### src/hdl/lsir_defines.vh
// Constants for the light sensor interrupt and data register block.
// Assumes inclusion by bare name from every design file of the block.
`ifndef LSIR_DEFINES_VH
`define LSIR_DEFINES_VH

// Serial bus device address, seven bits
`define LSIR_DEV_ADDR        7'h44

// Register pointer values
`define LSIR_REG_COMMAND     3'h0
`define LSIR_REG_CTRL        3'h1
`define LSIR_REG_UPPER       3'h2
`define LSIR_REG_LOWER       3'h3
`define LSIR_REG_RES_LO      3'h4
`define LSIR_REG_RES_HI      3'h5
`define LSIR_REG_TMR_LO      3'h6
`define LSIR_REG_TMR_HI      3'h7

// Pointer byte command bits
`define LSIR_PTR_SYNC_BIT    7
`define LSIR_PTR_CLR_BIT     6

// Control register fields
`define LSIR_CTRL_FLAG_BIT   5
`define LSIR_CTRL_RANGE_HI   3
`define LSIR_CTRL_RANGE_LO   2
`define LSIR_CTRL_PERS_HI    1
`define LSIR_CTRL_PERS_LO    0

// Reset values
`define LSIR_CTRL_RST        4'h0
`define LSIR_UPPER_RST       8'hff
`define LSIR_LOWER_RST       8'h00
`define LSIR_LIMIT_LOW_BYTE  8'h00

// Persistence counts in integration cycles
`define LSIR_PERS_0          5'h01
`define LSIR_PERS_1          5'h04
`define LSIR_PERS_2          5'h08
`define LSIR_PERS_3          5'h10

// Range constants in lux
`define LSIR_RANGE_0         18'h007d0
`define LSIR_RANGE_1         18'h01f40
`define LSIR_RANGE_2         18'h07d00
`define LSIR_RANGE_3         18'h1f400

// Result widths per width setting
`define LSIR_NBITS_0         4'hf
`define LSIR_NBITS_1         4'hb
`define LSIR_NBITS_2         4'h7
`define LSIR_NBITS_3         4'h3

`endif

### src/hdl/lsir_persist.v
// Persistence filter: counts consecutive out-of-window results.
// Assumes sample pulses come from logic on the same clock and reset.
`timescale 1ns/1ns
`default_nettype none
`include "lsir_defines.vh"

module lsir_persist #(
	parameter CW = 5
) (
	input  wire            clk,
	input  wire            rst_n,
	input  wire            sample,
	input  wire            outside,
	input  wire [1:0]      persist_select,
	output reg             fire
);

	reg  [CW-1:0] cnt_q;
	reg  [CW-1:0] target;
	wire [CW-1:0] cnt_inc;

	assign cnt_inc = cnt_q + {{(CW-1){1'b0}}, 1'b1};

	always @* begin
		case (persist_select)
			2'h0: target = `LSIR_PERS_0;
			2'h1: target = `LSIR_PERS_1;
			2'h2: target = `LSIR_PERS_2;
			default: target = `LSIR_PERS_3;
		endcase
	end

	// fire after m consecutive outside results
	// any in-window result restarts the run
	always @(posedge clk or negedge rst_n) begin
		if (!rst_n) begin
			cnt_q <= {CW{1'b0}};
			fire  <= 1'b0;
		end else begin
			fire <= 1'b0;
			if (sample) begin
				if (!outside) begin
					cnt_q <= {CW{1'b0}};
				end else if (cnt_inc >= target) begin
					fire  <= 1'b1;
					cnt_q <= {CW{1'b0}};   // Next event needs a fresh run
				end else begin
					cnt_q <= cnt_inc;
				end
			end
		end
	end

endmodule
`default_nettype wire

### src/hdl/lsir_regs.v
// Serial-bus register file, threshold interrupt and result latches.
// Assumes the converter logic shares clk; scl and sda are open-drain
// pins resolved outside, sampled here through two flip-flops.
`timescale 1ns/1ns
`default_nettype none
`include "lsir_defines.vh"

// Functional notes
// - Flag bit 5 set on interrupt event
// - Writing zero to flag bit clears it
// - Address bit 6 write clears interrupt
// - Bits 3:2 select four lux ranges
// - Interrupt only after m consecutive outside results
// - Bits 1:0 select persistence 1,4,8,16
// - Outside means above upper or below lower
// - Interrupt pin open-drain, active low
// - Threshold byte is limit upper byte
// - Upper threshold resets to ff
// - Lower threshold resets to 00
// - Result registers refresh every integration
// - Result shown as signed 15-bit
// - Result low byte 04, high 05
// - Timer counts clock cycles during integration
// - Timer latched at end, bytes 06/07
// - Timer meaningful only in external timing
// - Internal result width 3,7,11,15 bits
// - Max count 2^n or latched timer
module lsir_regs #(
	parameter TW = 16
) (
	input  wire            clock,
	input  wire            rst_n,
	input  wire            scl_in,
	input  wire            sda_in,
	output wire            sda_out,
	output wire            sda_oe_n,
	output wire            int_out,
	output wire            int_oe_n,
	input  wire            integ_active,
	input  wire            integ_done,
	input  wire [15:0]     conv_data,
	input  wire            ext_timing,
	input  wire [1:0]      width_select,
	output reg             sync_pulse,
	output reg  [1:0]      range_select,
	output reg  [17:0]     full_scale_span,
	output reg  [3:0]      result_bits,
	output reg  [16:0]     max_count,
	output reg             timer_valid
);

	// Bus controller states
	localparam ST_IDLE  = 3'h0;
	localparam ST_ADDR  = 3'h1;
	localparam ST_AACK  = 3'h2;
	localparam ST_PTR   = 3'h3;
	localparam ST_WACK  = 3'h4;
	localparam ST_WDATA = 3'h5;
	localparam ST_RDATA = 3'h6;
	localparam ST_MACK  = 3'h7;

	reg        rst_m_q;
	reg        rst_s_q;
	wire       rst_i_n;

	// Reset release through two flip-flops, assertion stays asynchronous
	always @(posedge clock or negedge rst_n) begin
		if (!rst_n) begin
			rst_m_q <= 1'b0;
			rst_s_q <= 1'b0;
		end else begin
			rst_m_q <= 1'b1;
			rst_s_q <= rst_m_q;
		end
	end
	assign rst_i_n = rst_s_q;

	reg        scl_m_q;
	reg        scl_s_q;
	reg        scl_p_q;
	reg        sda_m_q;
	reg        sda_s_q;
	reg        sda_p_q;

	// Pin synchronisers; edge history reads only the second stage
	always @(posedge clock or negedge rst_i_n) begin
		if (!rst_i_n) begin
			scl_m_q <= 1'b1;
			scl_s_q <= 1'b1;
			scl_p_q <= 1'b1;
			sda_m_q <= 1'b1;
			sda_s_q <= 1'b1;
			sda_p_q <= 1'b1;
		end else begin
			scl_m_q <= scl_in;
			scl_s_q <= scl_m_q;
			scl_p_q <= scl_s_q;
			sda_m_q <= sda_in;
			sda_s_q <= sda_m_q;
			sda_p_q <= sda_s_q;
		end
	end

	wire scl_rise;
	wire scl_fall;
	wire bus_start;
	wire bus_stop;

	// Start and stop are sda edges while scl stays high
	assign scl_rise  = scl_s_q & ~scl_p_q;
	assign scl_fall  = ~scl_s_q & scl_p_q;
	assign bus_start = scl_s_q & scl_p_q & ~sda_s_q & sda_p_q;
	assign bus_stop  = scl_s_q & scl_p_q & sda_s_q & ~sda_p_q;

	reg  [2:0] state_q;
	reg  [3:0] bcnt_q;
	reg  [7:0] shift_q;
	reg  [7:0] tx_q;
	reg  [2:0] ptr_q;
	reg        rw_q;
	reg        nack_q;
	reg        drive_q;

	reg        flag_q;
	reg  [3:0] ctrl_q;
	reg  [7:0] upper_q;
	reg  [7:0] lower_q;
	reg  [15:0] result_q;
	reg  [15:0] timer_q;
	reg  [TW-1:0] tcount_q;
	reg        pend_q;
	reg  [15:0] pend_res_q;
	reg  [15:0] pend_tmr_q;

	wire       addr_match;
	wire       wr_strobe;
	wire       ptr_strobe;
	wire       clr_by_bit;
	wire       clr_by_addr;
	wire       fire;
	wire       outside;
	wire       bus_busy;
	wire [15:0] res_signed;
	reg  [7:0] rd_byte;

	assign addr_match = (shift_q[7:1] == `LSIR_DEV_ADDR);
	assign ptr_strobe = scl_fall && (state_q == ST_PTR) && (bcnt_q == 4'h8);
	assign wr_strobe  = scl_fall && (state_q == ST_WDATA) && (bcnt_q == 4'h8);
	assign bus_busy   = (state_q != ST_IDLE);

	// data write of zero to the flag bit
	assign clr_by_bit  = wr_strobe && (ptr_q == `LSIR_REG_CTRL) &&
	                     !shift_q[`LSIR_CTRL_FLAG_BIT];
	// pointer byte with its clear bit set
	assign clr_by_addr = ptr_strobe && shift_q[`LSIR_PTR_CLR_BIT];

	// Read data selection by pointer; command register reads as zero
	always @* begin
		case (ptr_q)
			`LSIR_REG_CTRL:   rd_byte = {2'h0, flag_q, 1'b0, ctrl_q};
			`LSIR_REG_UPPER:  rd_byte = upper_q;
			`LSIR_REG_LOWER:  rd_byte = lower_q;
			`LSIR_REG_RES_LO: rd_byte = result_q[7:0];
			`LSIR_REG_RES_HI: rd_byte = result_q[15:8];
			`LSIR_REG_TMR_LO: rd_byte = timer_q[7:0];
			`LSIR_REG_TMR_HI: rd_byte = timer_q[15:8];
			default:          rd_byte = 8'h00;
		endcase
	end

	// Byte-level bus controller: samples on scl rise, changes on scl fall
	always @(posedge clock or negedge rst_i_n) begin
		if (!rst_i_n) begin
			state_q <= ST_IDLE;
			bcnt_q  <= 4'h0;
			shift_q <= 8'h00;
			tx_q    <= 8'h00;
			ptr_q   <= 3'h0;
			rw_q    <= 1'b0;
			nack_q  <= 1'b0;
			drive_q <= 1'b0;
		end else if (bus_start) begin
			state_q <= ST_ADDR;
			bcnt_q  <= 4'h0;
			drive_q <= 1'b0;
		end else if (bus_stop) begin
			state_q <= ST_IDLE;
			drive_q <= 1'b0;
		end else if (scl_rise) begin
			case (state_q)
				ST_ADDR, ST_PTR, ST_WDATA: begin
					shift_q <= {shift_q[6:0], sda_s_q};
					bcnt_q  <= bcnt_q + 4'h1;
				end
				ST_MACK: nack_q <= sda_s_q;
				default: ;
			endcase
		end else if (scl_fall) begin
			case (state_q)
				ST_ADDR: begin
					if (bcnt_q == 4'h8) begin
						if (addr_match) begin
							rw_q    <= shift_q[0];
							drive_q <= 1'b1;
							state_q <= ST_AACK;
						end else begin
							state_q <= ST_IDLE;   // Not ours: wait for next start
						end
					end
				end
				ST_AACK: begin
					bcnt_q <= 4'h0;
					if (rw_q) begin
						tx_q    <= {rd_byte[6:0], 1'b0};
						drive_q <= ~rd_byte[7];
						ptr_q   <= ptr_q + 3'h1;
						bcnt_q  <= 4'h1;
						state_q <= ST_RDATA;
					end else begin
						drive_q <= 1'b0;
						state_q <= ST_PTR;
					end
				end
				ST_PTR: begin
					if (bcnt_q == 4'h8) begin
						ptr_q   <= shift_q[2:0];
						drive_q <= 1'b1;
						state_q <= ST_WACK;
					end
				end
				ST_WDATA: begin
					if (bcnt_q == 4'h8) begin
						ptr_q   <= ptr_q + 3'h1;
						drive_q <= 1'b1;
						state_q <= ST_WACK;
					end
				end
				ST_WACK: begin
					drive_q <= 1'b0;
					bcnt_q  <= 4'h0;
					state_q <= ST_WDATA;
				end
				ST_RDATA: begin
					if (bcnt_q == 4'h8) begin
						drive_q <= 1'b0;   // Release for host acknowledge
						state_q <= ST_MACK;
					end else begin
						drive_q <= ~tx_q[7];
						tx_q    <= {tx_q[6:0], 1'b0};
						bcnt_q  <= bcnt_q + 4'h1;
					end
				end
				ST_MACK: begin
					if (nack_q) begin
						state_q <= ST_IDLE;
					end else begin
						tx_q    <= {rd_byte[6:0], 1'b0};
						drive_q <= ~rd_byte[7];
						ptr_q   <= ptr_q + 3'h1;
						bcnt_q  <= 4'h1;
						state_q <= ST_RDATA;
					end
				end
				default: state_q <= ST_IDLE;
			endcase
		end
	end

	// Open-drain data pin: low level only, enable low while pulling
	assign sda_out  = 1'b0;
	assign sda_oe_n = ~drive_q;

	// Writable control fields and thresholds
	always @(posedge clock or negedge rst_i_n) begin
		if (!rst_i_n) begin
			ctrl_q  <= `LSIR_CTRL_RST;
			upper_q <= `LSIR_UPPER_RST;
			lower_q <= `LSIR_LOWER_RST;
		end else if (wr_strobe) begin
			case (ptr_q)
				`LSIR_REG_CTRL:  ctrl_q  <= shift_q[3:0];
				`LSIR_REG_UPPER: upper_q <= shift_q;
				`LSIR_REG_LOWER: lower_q <= shift_q;
				default: ;
			endcase
		end
	end

	// External sync command from pointer bit 7, one cycle wide
	always @(posedge clock or negedge rst_i_n) begin
		if (!rst_i_n) begin
			sync_pulse <= 1'b0;
		end else begin
			sync_pulse <= ptr_strobe && shift_q[`LSIR_PTR_SYNC_BIT];
		end
	end

	// timer counts each clock during integration
	always @(posedge clock or negedge rst_i_n) begin
		if (!rst_i_n) begin
			tcount_q <= {TW{1'b0}};
		end else if (integ_done) begin
			tcount_q <= {TW{1'b0}};
		end else if (integ_active) begin
			tcount_q <= tcount_q + {{(TW-1){1'b0}}, 1'b1};
		end
	end

	// sign of the 15-bit result fills the top bit
	assign res_signed = {conv_data[14], conv_data[14:0]};

	// held while a bus transfer runs, then applied together
	always @(posedge clock or negedge rst_i_n) begin
		if (!rst_i_n) begin
			result_q   <= 16'h0000;
			timer_q    <= 16'h0000;
			pend_q     <= 1'b0;
			pend_res_q <= 16'h0000;
			pend_tmr_q <= 16'h0000;
		end else if (integ_done && bus_busy) begin
			pend_q     <= 1'b1;
			pend_res_q <= res_signed;
			pend_tmr_q <= tcount_q[15:0];
		end else if (integ_done) begin
			pend_q   <= 1'b0;
			result_q <= res_signed;
			timer_q  <= tcount_q[15:0];
		end else if (pend_q && !bus_busy) begin
			pend_q   <= 1'b0;
			result_q <= pend_res_q;
			timer_q  <= pend_tmr_q;
		end
	end

	// outside when above upper or below lower
	// limits are threshold byte over a zero byte
	assign outside =
		($signed({res_signed[15], res_signed}) >
		 $signed({1'b0, upper_q, `LSIR_LIMIT_LOW_BYTE})) ||
		($signed({res_signed[15], res_signed}) <
		 $signed({1'b0, lower_q, `LSIR_LIMIT_LOW_BYTE}));

	lsir_persist #(
		.CW (5)
	) u_persist (
		.clk            (clock),
		.rst_n          (rst_i_n),
		.sample         (integ_done),
		.outside        (outside),
		.persist_select (ctrl_q[`LSIR_CTRL_PERS_HI:`LSIR_CTRL_PERS_LO]),
		.fire           (fire)
	);

	// flag set on event, set wins over a clear in the same cycle
	// held until the host clears it
	always @(posedge clock or negedge rst_i_n) begin
		if (!rst_i_n) begin
			flag_q <= 1'b0;
		end else if (fire) begin
			flag_q <= 1'b1;
		end else if (clr_by_bit || clr_by_addr) begin
			flag_q <= 1'b0;
		end
	end

	// pull the pin low only while pending, never drive high
	assign int_out  = 1'b0;
	assign int_oe_n = ~flag_q;

	// Derived range, width and full-count figures for the lux math
	always @(posedge clock or negedge rst_i_n) begin
		if (!rst_i_n) begin
			range_select    <= 2'h0;
			full_scale_span <= `LSIR_RANGE_0;
			result_bits     <= `LSIR_NBITS_0;
			max_count       <= 17'h08000;
			timer_valid     <= 1'b0;
		end else begin
			range_select <= ctrl_q[`LSIR_CTRL_RANGE_HI:`LSIR_CTRL_RANGE_LO];
			case (ctrl_q[`LSIR_CTRL_RANGE_HI:`LSIR_CTRL_RANGE_LO])
				2'h0: full_scale_span <= `LSIR_RANGE_0;
				2'h1: full_scale_span <= `LSIR_RANGE_1;
				2'h2: full_scale_span <= `LSIR_RANGE_2;
				default: full_scale_span <= `LSIR_RANGE_3;
			endcase
			// result width from the width setting
			case (width_select)
				2'h0: result_bits <= `LSIR_NBITS_0;
				2'h1: result_bits <= `LSIR_NBITS_1;
				2'h2: result_bits <= `LSIR_NBITS_2;
				default: result_bits <= `LSIR_NBITS_3;
			endcase
			// timer only meaningful in external timing
			timer_valid <= ext_timing;
			// full count is 2^n or the latched timer
			if (ext_timing) begin
				max_count <= {1'b0, timer_q};
			end else begin
				case (width_select)
					2'h0: max_count <= 17'h08000;
					2'h1: max_count <= 17'h00800;
					2'h2: max_count <= 17'h00080;
					default: max_count <= 17'h00008;
				endcase
			end
		end
	end

endmodule
`default_nettype wire

### config.mk
export PLATFORM = sky130hd
export DESIGN_NAME = lsir_regs
export DESIGN_NICKNAME = d
export VERILOG_FILES = /design/src/hdl/lsir_persist.v /design/src/hdl/lsir_regs.v
export VERILOG_INCLUDE_DIRS = /design/src /design/src/hdl
export SDC_FILE = /design/constraint.sdc
export NUM_CORES = 1
export LEC_CHECK = 0
export ABC_AREA = 1
export BUFFER_PORTS_ARGS = -buffer_cell sky130_fd_sc_hd__buf_4
export CELL_PAD_IN_SITES_DETAIL_PLACEMENT = 1
export CELL_PAD_IN_SITES_GLOBAL_PLACEMENT = 1
export CORE_MARGIN = 2
export CORE_UTILIZATION = 41
export DETAILED_ROUTE_END_ITERATION = 6
export GPL_ROUTABILITY_DRIVEN = 1
export GPL_TIMING_DRIVEN = 0
export HOLD_SLACK_MARGIN = 0.03
export PLACE_DENSITY = 0.86
export SLEW_MARGIN = 20
export SYNTH_ARGS = -nofsm -noshare
export SYNTH_HDL_FRONTEND = slang
export SYNTH_SLANG_ARGS = --single-unit
### constraint.sdc
create_clock -name clock -period 4.85 [get_ports clock]
set_input_delay 1.455 -clock clock [delete_from_list [all_inputs] [get_ports clock]]
set_output_delay 1.455 -clock clock [all_outputs]
set_load 0.1 [all_outputs]
==> results of run 1 <==
-- logic make-up (layout without fill, tap and decap cells) --
logic type | after synthesis | count (layout) | share of synthesized area (%)
AOI/OAI and AO/OA | 206 | 206 | 14.0
xor gates and xnor gates | 6 | 6 | 0.598
adders and majority gates | 39 | 39 | 5.56
buffers and inverters | 193 | 284 | 9.84
DFF | 171 | 171 | 49.0
muxes | 1 | 1 | 0.128
other | 2 | 13 | 0.0855
and+or+nand+nor | 434 | 434 | 20.8
-- worst max-delay path, stage by stage, from the launching register on --
cell and delay [ns]:
dfstp_2 0.53, buf_4 0.10, buf_4 0.27
-- per-stage QoR --
step | power, mW | setup slack, ns
after global placement | 2.19 | 0.914
after CTS | 3.63 | 2.03
after global routing | 3.75 | 2.02
after detailed placement | 2.22 | 1.95
after floorplan | 2.06 | 2.04
final | 3.61 | 2.06
-- per-layer routing --
metal	vias to the layer above	wire [microns]	track usage [%]
met1	3672	11400	31.9
met3	30	946	3.48
met5	-	0	0
met4	0	412	7.03
li1	3528	-	-
met2	155	11700	37.3
-- sequential cells by signal (all words and copies together) (netlist names), 8 cells and up --
signal      flops
lower_q         8
max_count      16
pend_res_q     15
pend_tmr_q     16
result_q       15
shift_q         8
tcount_q       16
timer_q        16
upper_q         8
-- layout make-up --
type                            count  area, sq um
Inverter                          144          542
Timing Repair Buffer               59          495
Clock inverter                     13          154
Fill cell                        2555        10800
Tap cell                          275          344
Sequential cell                   171         4310
Multi-Input combinational cell    699         3660
Clock buffer                       19          443
Buffer                             49          323
-- cells in the mapped netlist, drive strengths merged --
cell,number
a21oi,26
ha,39
or3,1
buf,37
o22ai,9
conb,2
nand3b,1
xor2,2
dfstp,20
o21bai,1
a21boi,1
or2,5
nand2,288
clkinv,1
o211ai,26
o21ai,133
nand4,14
nor2,63
clkbuf,12
inv,143
nor3,17
dfrtp,151
xnor2,4
mux2,1
nand3,44
nor4,1
o21a,10
-- worst paths after layout --
kind / to / slack (ns) / cells past startpoint
setup / recovery: full_scale_span[7] / 2.06 / 2
hold / removal: rst_i_n / 0.35 / 0
setup reg to reg: u_persist.cnt_q[3] / 2.65 / 10
hold reg to reg: rst_i_n / 0.35 / 0
max in group asynchronous: upper_q[2] / 3.56 / 2
min in group asynchronous: nack_q / 0.36 / 0
-- where the power goes --
part | internal (mW) | switching (mW) | total (mW)
clock | 0.788 | 0.623 | 1.41
sequential | 1.56 | 0.0870 | 1.65
combinational | 0.157 | 0.398 | 0.555
==> impl_metrics.json, run 1 <==
{
  "cts_setup_buffers": 0,
  "first_pass_iters": 5,
  "cts_buffers": 17,
  "wl_microns": 24500,
  "synth_area_leaders": "dfrtp_1, nand2_1, dfstp_2",
  "dpl.hpwl_microns": 18300,
  "p_leak_nw": 4.99,
  "place_inst": 1397,
  "h-tree-depth": 4,
  "fin_area_sq_mm": 0.0103,
  "worstSetupStartpoint": "full_scale_span[7]",
  "rsz0062_at_grt": "false",
  "die_y_microns": 150,
  "r2r-start": "u_persist.cnt_q[0]",
  "finalSetupTns_ns": 0,
  "cp.arrival_ns": 1.34,
  "wl_per_cell_microns": 17.1,
  "grt-ovfl-total": 0,
  "clock_skew_ns": 0.0170,
  "maxCapViolCount": 0,
  "cts.sinks": 171,
  "crit_type": "flop to primary output",
  "yosys_warnings": 0,
  "slew_violations": 0,
  "synth_cells": 1052,
  "hold_buffers": 0,
  "io_pins": 72,
  "cts.path.max_buffers": 2,
  "max-vdd-ir-drop_uv": 232,
  "die_w_microns": 150,
  "numPortBuffers": 56,
  "max_freq_ghz": 0.358,
  "antenna_found_initial": 0,
  "worstSkewPairLatency_ns": 0.45,
  "row_count": 53,
  "postLayoutCoreUtil_pct": 48.8,
  "syn_avg_cell_area_sq_um": 8.35,
  "layout.cells.non_filler": 1429,
  "hold_path_class": "flop to flop",
  "fin_crit_ns": 2.79,
  "path_clk_slew_ns": 0.06,
  "clock-root-buffer": "clkbuf_16",
  "drt_iter0_markers": 403,
  "grt_pass1_vias": 7570,
  "ys_seq_area_share_pct": 49.0,
  "finalSetupViolations": 0,
  "final_cell_mix": "nand2_1, dfrtp_1, inv_1",
  "drcViolationCount": 0,
  "grt_max_degree": 49,
  "power_density_mw_per_mm2": 352,
  "status": "completed",
  "synth_top_cell_by_area": "dfrtp_1",
  "grtUsageTotal_pct": 23.0,
  "worstSetupEndpointType": "primary output",
  "gp_congestion": 0.869,
  "vias": 7385,
  "crit_fanout": 2,
  "ys_ff_latch": 171,
  "floorplan.initialDensity_pct": 41.8,
  "vias_per_cell": 5.17,
  "die_area_sq_mm": 0.0226,
  "critPathLaunchType": "flop",
  "drive_gt1_share_pct": 16.5,
  "syn-cell-area_sq_mm": 0.00878,
  "slew_headroom_pct": 47.7,
  "synth.distinct_cells": 40,
  "synthToLayoutAreaGrowth_pct": 16.9,
  "yosys.area.top_type_share_pct": 43.0,
  "hold_ws_ns": 0.353,
  "hp-start": "rst_m_q",
  "cts_resized": 0,
  "antenna_left": 0,
  "tightest_slew_ns": 0.784,
  "min_period_over_period_pct": 57.6,
  "place_area_sq_mm": 0.00967,
  "layout_commonest_cell": "nand2_1",
  "core_sq_mm": 0.0210,
  "hold_viol": 0,
  "grt_pass1_wl_microns": 40200,
  "fin_nets": 1205,
  "antenna-diode-count": 0,
  "cts_tree": "built",
  "required_ns": 3.39
}
Note: power is estimated with default switching activity, not from simulation.
==> run 2: changes to the inputs <==
==> constraint.sdc (replaced) <==
create_clock -name clock -period 2.35 [get_ports clock]
set_input_delay 0.705 -clock clock [delete_from_list [all_inputs] [get_ports clock]]
set_output_delay 0.705 -clock clock [all_outputs]
set_load 0.1 [all_outputs]
==> impl_metrics.json, run 2 (synthesis results as in run 1) <==
{
  "status": "completed",
  "p_clk_share_pct": 38.5,
  "final_cell_mix": "nand2_1, dfrtp_1, inv_1",
  "crit_fanout": 9,
  "path_buf_inv": 1,
  "max-vdd-ir-drop_uv": 446,
  "io_pins": 72,
  "core_sq_mm": 0.0210,
  "critPathLaunchType": "flop",
  "hold_viol": 0,
  "grt_pass1_vias": 7886,
  "drcViolationCount": 0,
  "grt_max_degree": 49,
  "fin_nets": 1207,
  "p_total_mw": 7.42,
  "slowest_delay_ns": 0.44,
  "slew_headroom_pct": 46.8,
  "hold_path_class": "flop to async pin",
  "cts_setup_buffers": 0,
  "crit_type": "flop to flop",
  "p_switching_mw": 2.34,
  "place_area_sq_mm": 0.00968,
  "slew_violations": 0,
  "layout_commonest_cell": "nand2_1",
  "fin_area_sq_mm": 0.0103,
  "cts_tree": "built",
  "grt_pass1_wl_microns": 40900,
  "place_inst": 1398,
  "wl_microns": 24800,
  "fin_crit_ns": 2.14,
  "max_freq_ghz": 0.467,
  "power_density_mw_per_mm2": 721,
  "clock-root-buffer": "clkbuf_16",
  "finalSetupTns_ns": 0,
  "row_count": 53,
  "rsz0062_at_grt": "false",
  "p_int_mw": 5.08,
  "layout.cells.non_filler": 1431,
  "pre_cts_ws_ns": 0.116,
  "path_clk_slew_ns": 0.07,
  "power_frac_comb_pct": 15.7,
  "synthToLayoutAreaGrowth_pct": 17.2,
  "drt_iter0_markers": 425,
  "worstSetupEndpointType": "flop",
  "cts.path.max_buffers": 2,
  "drive_gt1_share_pct": 16.6,
  "antenna-diode-count": 0,
  "setup_ws_ns": 0.208,
  "die_y_microns": 150,
  "dpl.hpwl_microns": 18300,
  "postLayoutCoreUtil_pct": 49.0,
  "vias": 7451,
  "p_sw_share_pct": 31.5,
  "worstSkewPairLatency_ns": 0.44,
  "numPortBuffers": 56,
  "cp.arrival_ns": 2.46,
  "h-tree-depth": 4,
  "grtUsageTotal_pct": 23.2,
  "crit_chain": "inv_1 -> ha_1 -> nand3_2 -> nor2_2 -> nand3_1 -> o21ai_1 -> o21bai_1",
  "antenna_found_initial": 0,
  "path_delay_family": "simple AND/OR/NAND/NOR gates",
  "power_frac_seq_pct": 45.7,
  "min_period_over_period_pct": 91.1,
  "floorplan.initialDensity_pct": 41.8,
  "clock_skew_ns": 0.0118,
  "vias_per_cell": 5.21,
  "antenna_left": 0,
  "hold_ws_ns": 0.237,
  "gp_congestion": 0.846,
  "maxCapViolCount": 0,
  "first_pass_iters": 5,
  "tightest_slew_ns": 0.798,
  "die_area_sq_mm": 0.0226,
  "finalSetupViolations": 0,
  "required_ns": 2.67,
  "crit_slowest_cell": "dfrtp_1",
  "cts.sinks": 171,
  "die_w_microns": 150,
  "wl_per_cell_microns": 17.3,
  "grt-ovfl-total": 0,
  "cts_buffers": 17,
  "p_leak_nw": 5.00
}
-- run 2: cell count changes in the layout (fill, tap and decap cells not counted), sizes merged --
cell	change
clkinvlp	-1
dlygate4sd3	+1
inv	-1
buf	+1
clkinv	+3
bufinv	-1
-- run 2: path summary, 6_finish.rpt --
kind | end | cells past startpoint | slack (ns) | start
min in group clock | rst_i_n | 0 | 0.35 | rst_m_q
hold reg to reg | drive_q | 0 | 0.24 | rst_i_n
setup / recovery | flag_q | 7 | 0.21 | bcnt_q[0]
max in group asynchronous | upper_q[0] | 2 | 1.27 | rst_i_n
setup reg to reg | flag_q | 7 | 0.21 | bcnt_q[0]
hold / removal | drive_q | 0 | 0.24 | rst_i_n
-- run 2: routing by layer --
metal  part of all wire (%)  GRT usage (%)  vias up
met3                    4.2           4.12       33
li1                       -              -     3537
met2                     48           38.9      141
met4                    1.9           7.17        0
met1                     46           30.8     3740
met5                      0              0        -
-- run 2: power groups by stage --
stage | sequential (mW) | combinational (mW) | clock (mW)
2_1_floorplan | 3.62 | 0.626 | 0
3_3_place_gp | 3.47 | 1.04 | 0
3_5_place_dp | 3.44 | 1.15 | 0
4_1_cts | 3.39 | 1.17 | 2.91
5_1_grt | 3.42 | 1.27 | 3.04
6_report | 3.39 | 1.17 | 2.86
-- run 2: timing repair --
action	CTS	global route
endpoints found under the setup margin	0	1
hold buffers	1	0
gates resized for setup	0	1
hold endpoints to repair	2	0
-- run 2: final cells by class --
cell class                 instances  area (sq um)
tap                              275           344
buffer                            49           323
sequential                       171          4310
timing repair buffer              61           518
fill                            2493         10700
clock buffer                      19           443
inverter                         144           542
clock inverter                    13           154
multi-input combinational        699          3660
==> run 3: changes to the inputs <==
--- a/config.mk
+++ b/config.mk
@@ -12,11 +12,13 @@
 export CELL_PAD_IN_SITES_GLOBAL_PLACEMENT = 1
 export CORE_MARGIN = 2
 export CORE_UTILIZATION = 41
+export CTS_CLUSTER_DIAMETER = 80
 export DETAILED_ROUTE_END_ITERATION = 6
 export GPL_ROUTABILITY_DRIVEN = 1
 export GPL_TIMING_DRIVEN = 0
 export HOLD_SLACK_MARGIN = 0.03
 export PLACE_DENSITY = 0.86
+export RECOVER_POWER = 50
 export SLEW_MARGIN = 20
 export SYNTH_ARGS = -nofsm -noshare
 export SYNTH_HDL_FRONTEND = slang
==> impl_metrics.json, run 3 (synthesis results as in run 1) <==
{
  "status": "completed",
  "hold_path_class": "flop to flop",
  "die_w_microns": 150,
  "place_area_sq_mm": 0.00968,
  "antenna_left": 0,
  "finalSetupTns_ns": 0,
  "rsz0062_at_grt": "false",
  "grt_pass1_vias": 7886,
  "drcViolationCount": 0,
  "n_fill_cell": 2499,
  "max-vdd-ir-drop_uv": 448,
  "first_pass_iters": 5,
  "fin_crit_ns": 2.14,
  "drt_iter0_markers": 424,
  "path_buf_inv": 0,
  "clock-root-buffer": "clkbuf_16",
  "p_total_mw": 7.41,
  "min_period_over_period_pct": 90.9,
  "slew_violations": 0,
  "path_clk_slew_ns": 0.07,
  "postLayoutCoreUtil_pct": 48.6,
  "finalSetupViolations": 0,
  "antenna-diode-count": 0,
  "fin_nets": 1207,
  "drive_gt1_share_pct": 16.0,
  "row_count": 53,
  "ff_latch_area_sq_mm": 0.00430,
  "crit_fanout": 6,
  "h-tree-depth": 4,
  "worstSkewPairLatency_ns": 0.44,
  "wl_per_cell_microns": 17.3,
  "core_sq_mm": 0.0210,
  "synthToLayoutAreaGrowth_pct": 16.4,
  "hold_viol": 0,
  "max_freq_ghz": 0.468,
  "maxCapViolCount": 0,
  "final_cell_mix": "nand2_1, dfrtp_1, inv_1",
  "hold_ws_ns": 0.350,
  "cts.path.max_buffers": 2,
  "crit_type": "flop to flop",
  "floorplan.initialDensity_pct": 41.8,
  "numPortBuffers": 56,
  "fin_area_sq_mm": 0.0102,
  "crit_slowest_cell": "dfrtp_1",
  "power_density_mw_per_mm2": 724,
  "cts_buffers": 17,
  "multi_input_area_sq_mm": 0.00366,
  "cts_tree": "built",
  "dpl.hpwl_microns": 18300,
  "p_leak_nw": 4.97,
  "cts_setup_buffers": 0,
  "wl_microns": 24700,
  "grtUsageTotal_pct": 23.2,
  "die_area_sq_mm": 0.0226,
  "tightest_slew_ns": 1.08,
  "cp.arrival_ns": 2.47,
  "gp_congestion": 0.846,
  "layout_commonest_cell": "nand2_1",
  "slew_headroom_pct": 27.8,
  "die_y_microns": 150,
  "required_ns": 2.68,
  "io_pins": 72,
  "vias_per_cell": 5.24,
  "grt_max_degree": 49,
  "antenna_found_initial": 0,
  "critPathLaunchType": "flop",
  "cts.sinks": 171,
  "grt-ovfl-total": 0,
  "crit_chain": "ha_1 -> nand3_1 -> xnor2_1 -> ha_1 -> nand2_1 -> or3_1 -> nand3_2 -> nor2_1 -> nand2_1 -> nand2_1",
  "worstSetupEndpointType": "flop",
  "slowest_delay_ns": 0.43,
  "vias": 7494,
  "grt_pass1_wl_microns": 40900,
  "cp_common_cell": "nand2_1",
  "clock_skew_ns": 0.0140,
  "path_delay_family": "simple AND/OR/NAND/NOR gates"
}
run 3: cell count changes in the layout (fill, tap and decap cells not counted), sizes merged:
cell / before / now
buf: 97 / 88
clkbuf: 31 / 40
run 3: through the flow:
step,std cells,worst slack (ns)
2_1_floorplan,1063,0.321
3_3_place_gp,1394,-0.0735
3_5_place_dp,1398,0.116
4_1_cts,1431,0.162
5_1_grt,1431,0.0311
6_report,1431,0.214
run 3: what timing repair did:
action,4_1_cts,5_1_grt
hold buffers,1,0
setup endpoints to repair,0,1
gates resized for setup,0,1
endpoints found under the hold margin,2,0
run 3: power by group:
group          leakage, nW  switching [mW]  internal (mW)
logic                 2.50           0.837          0.315
clock network        0.294            1.32           1.54
registers             2.18           0.179           3.22
run 3: worst paths after layout:
| path | depth (start not counted) | end | slack, ns | from |
|---|---|---|---|---|
| min in group asynchronous | 0 | drive_q | 0.45 | rst_i_n |
| worst min-delay path | 0 | rst_i_n | 0.35 | rst_m_q |
| max in group asynchronous | 2 | pend_res_q[11] | 0.40 | rst_i_n |
| worst max register to register | 10 | u_persist.cnt_q[1] | 0.21 | u_persist.cnt_q[0] |
| worst min register to register | 0 | rst_i_n | 0.35 | rst_m_q |
| worst max-delay path | 10 | u_persist.cnt_q[1] | 0.21 | u_persist.cnt_q[0] |
run 3: per-layer routing:
metal | vias to the layer above | global-route usage [%] | share of wire [%]
li1 | 3542 | - | -
met1 | 3744 | 30.8 | 46
met2 | 168 | 38.9 | 48
met3 | 40 | 4.12 | 4.2
met4 | 0 | 7.17 | 2.1
met5 | - | 0 | 0
run 3: area by class of cell:
class                   instances  share of cell area, %
flip-flops and latches        171                   42.1
multi-input cells             699                   35.8
inverters                     144                   5.30
repair buffers                 61                   4.45
clock buffers                  19                   4.33
well taps                     275                   3.36
plain buffers                  49                   3.16
clock inverters                13                   1.50
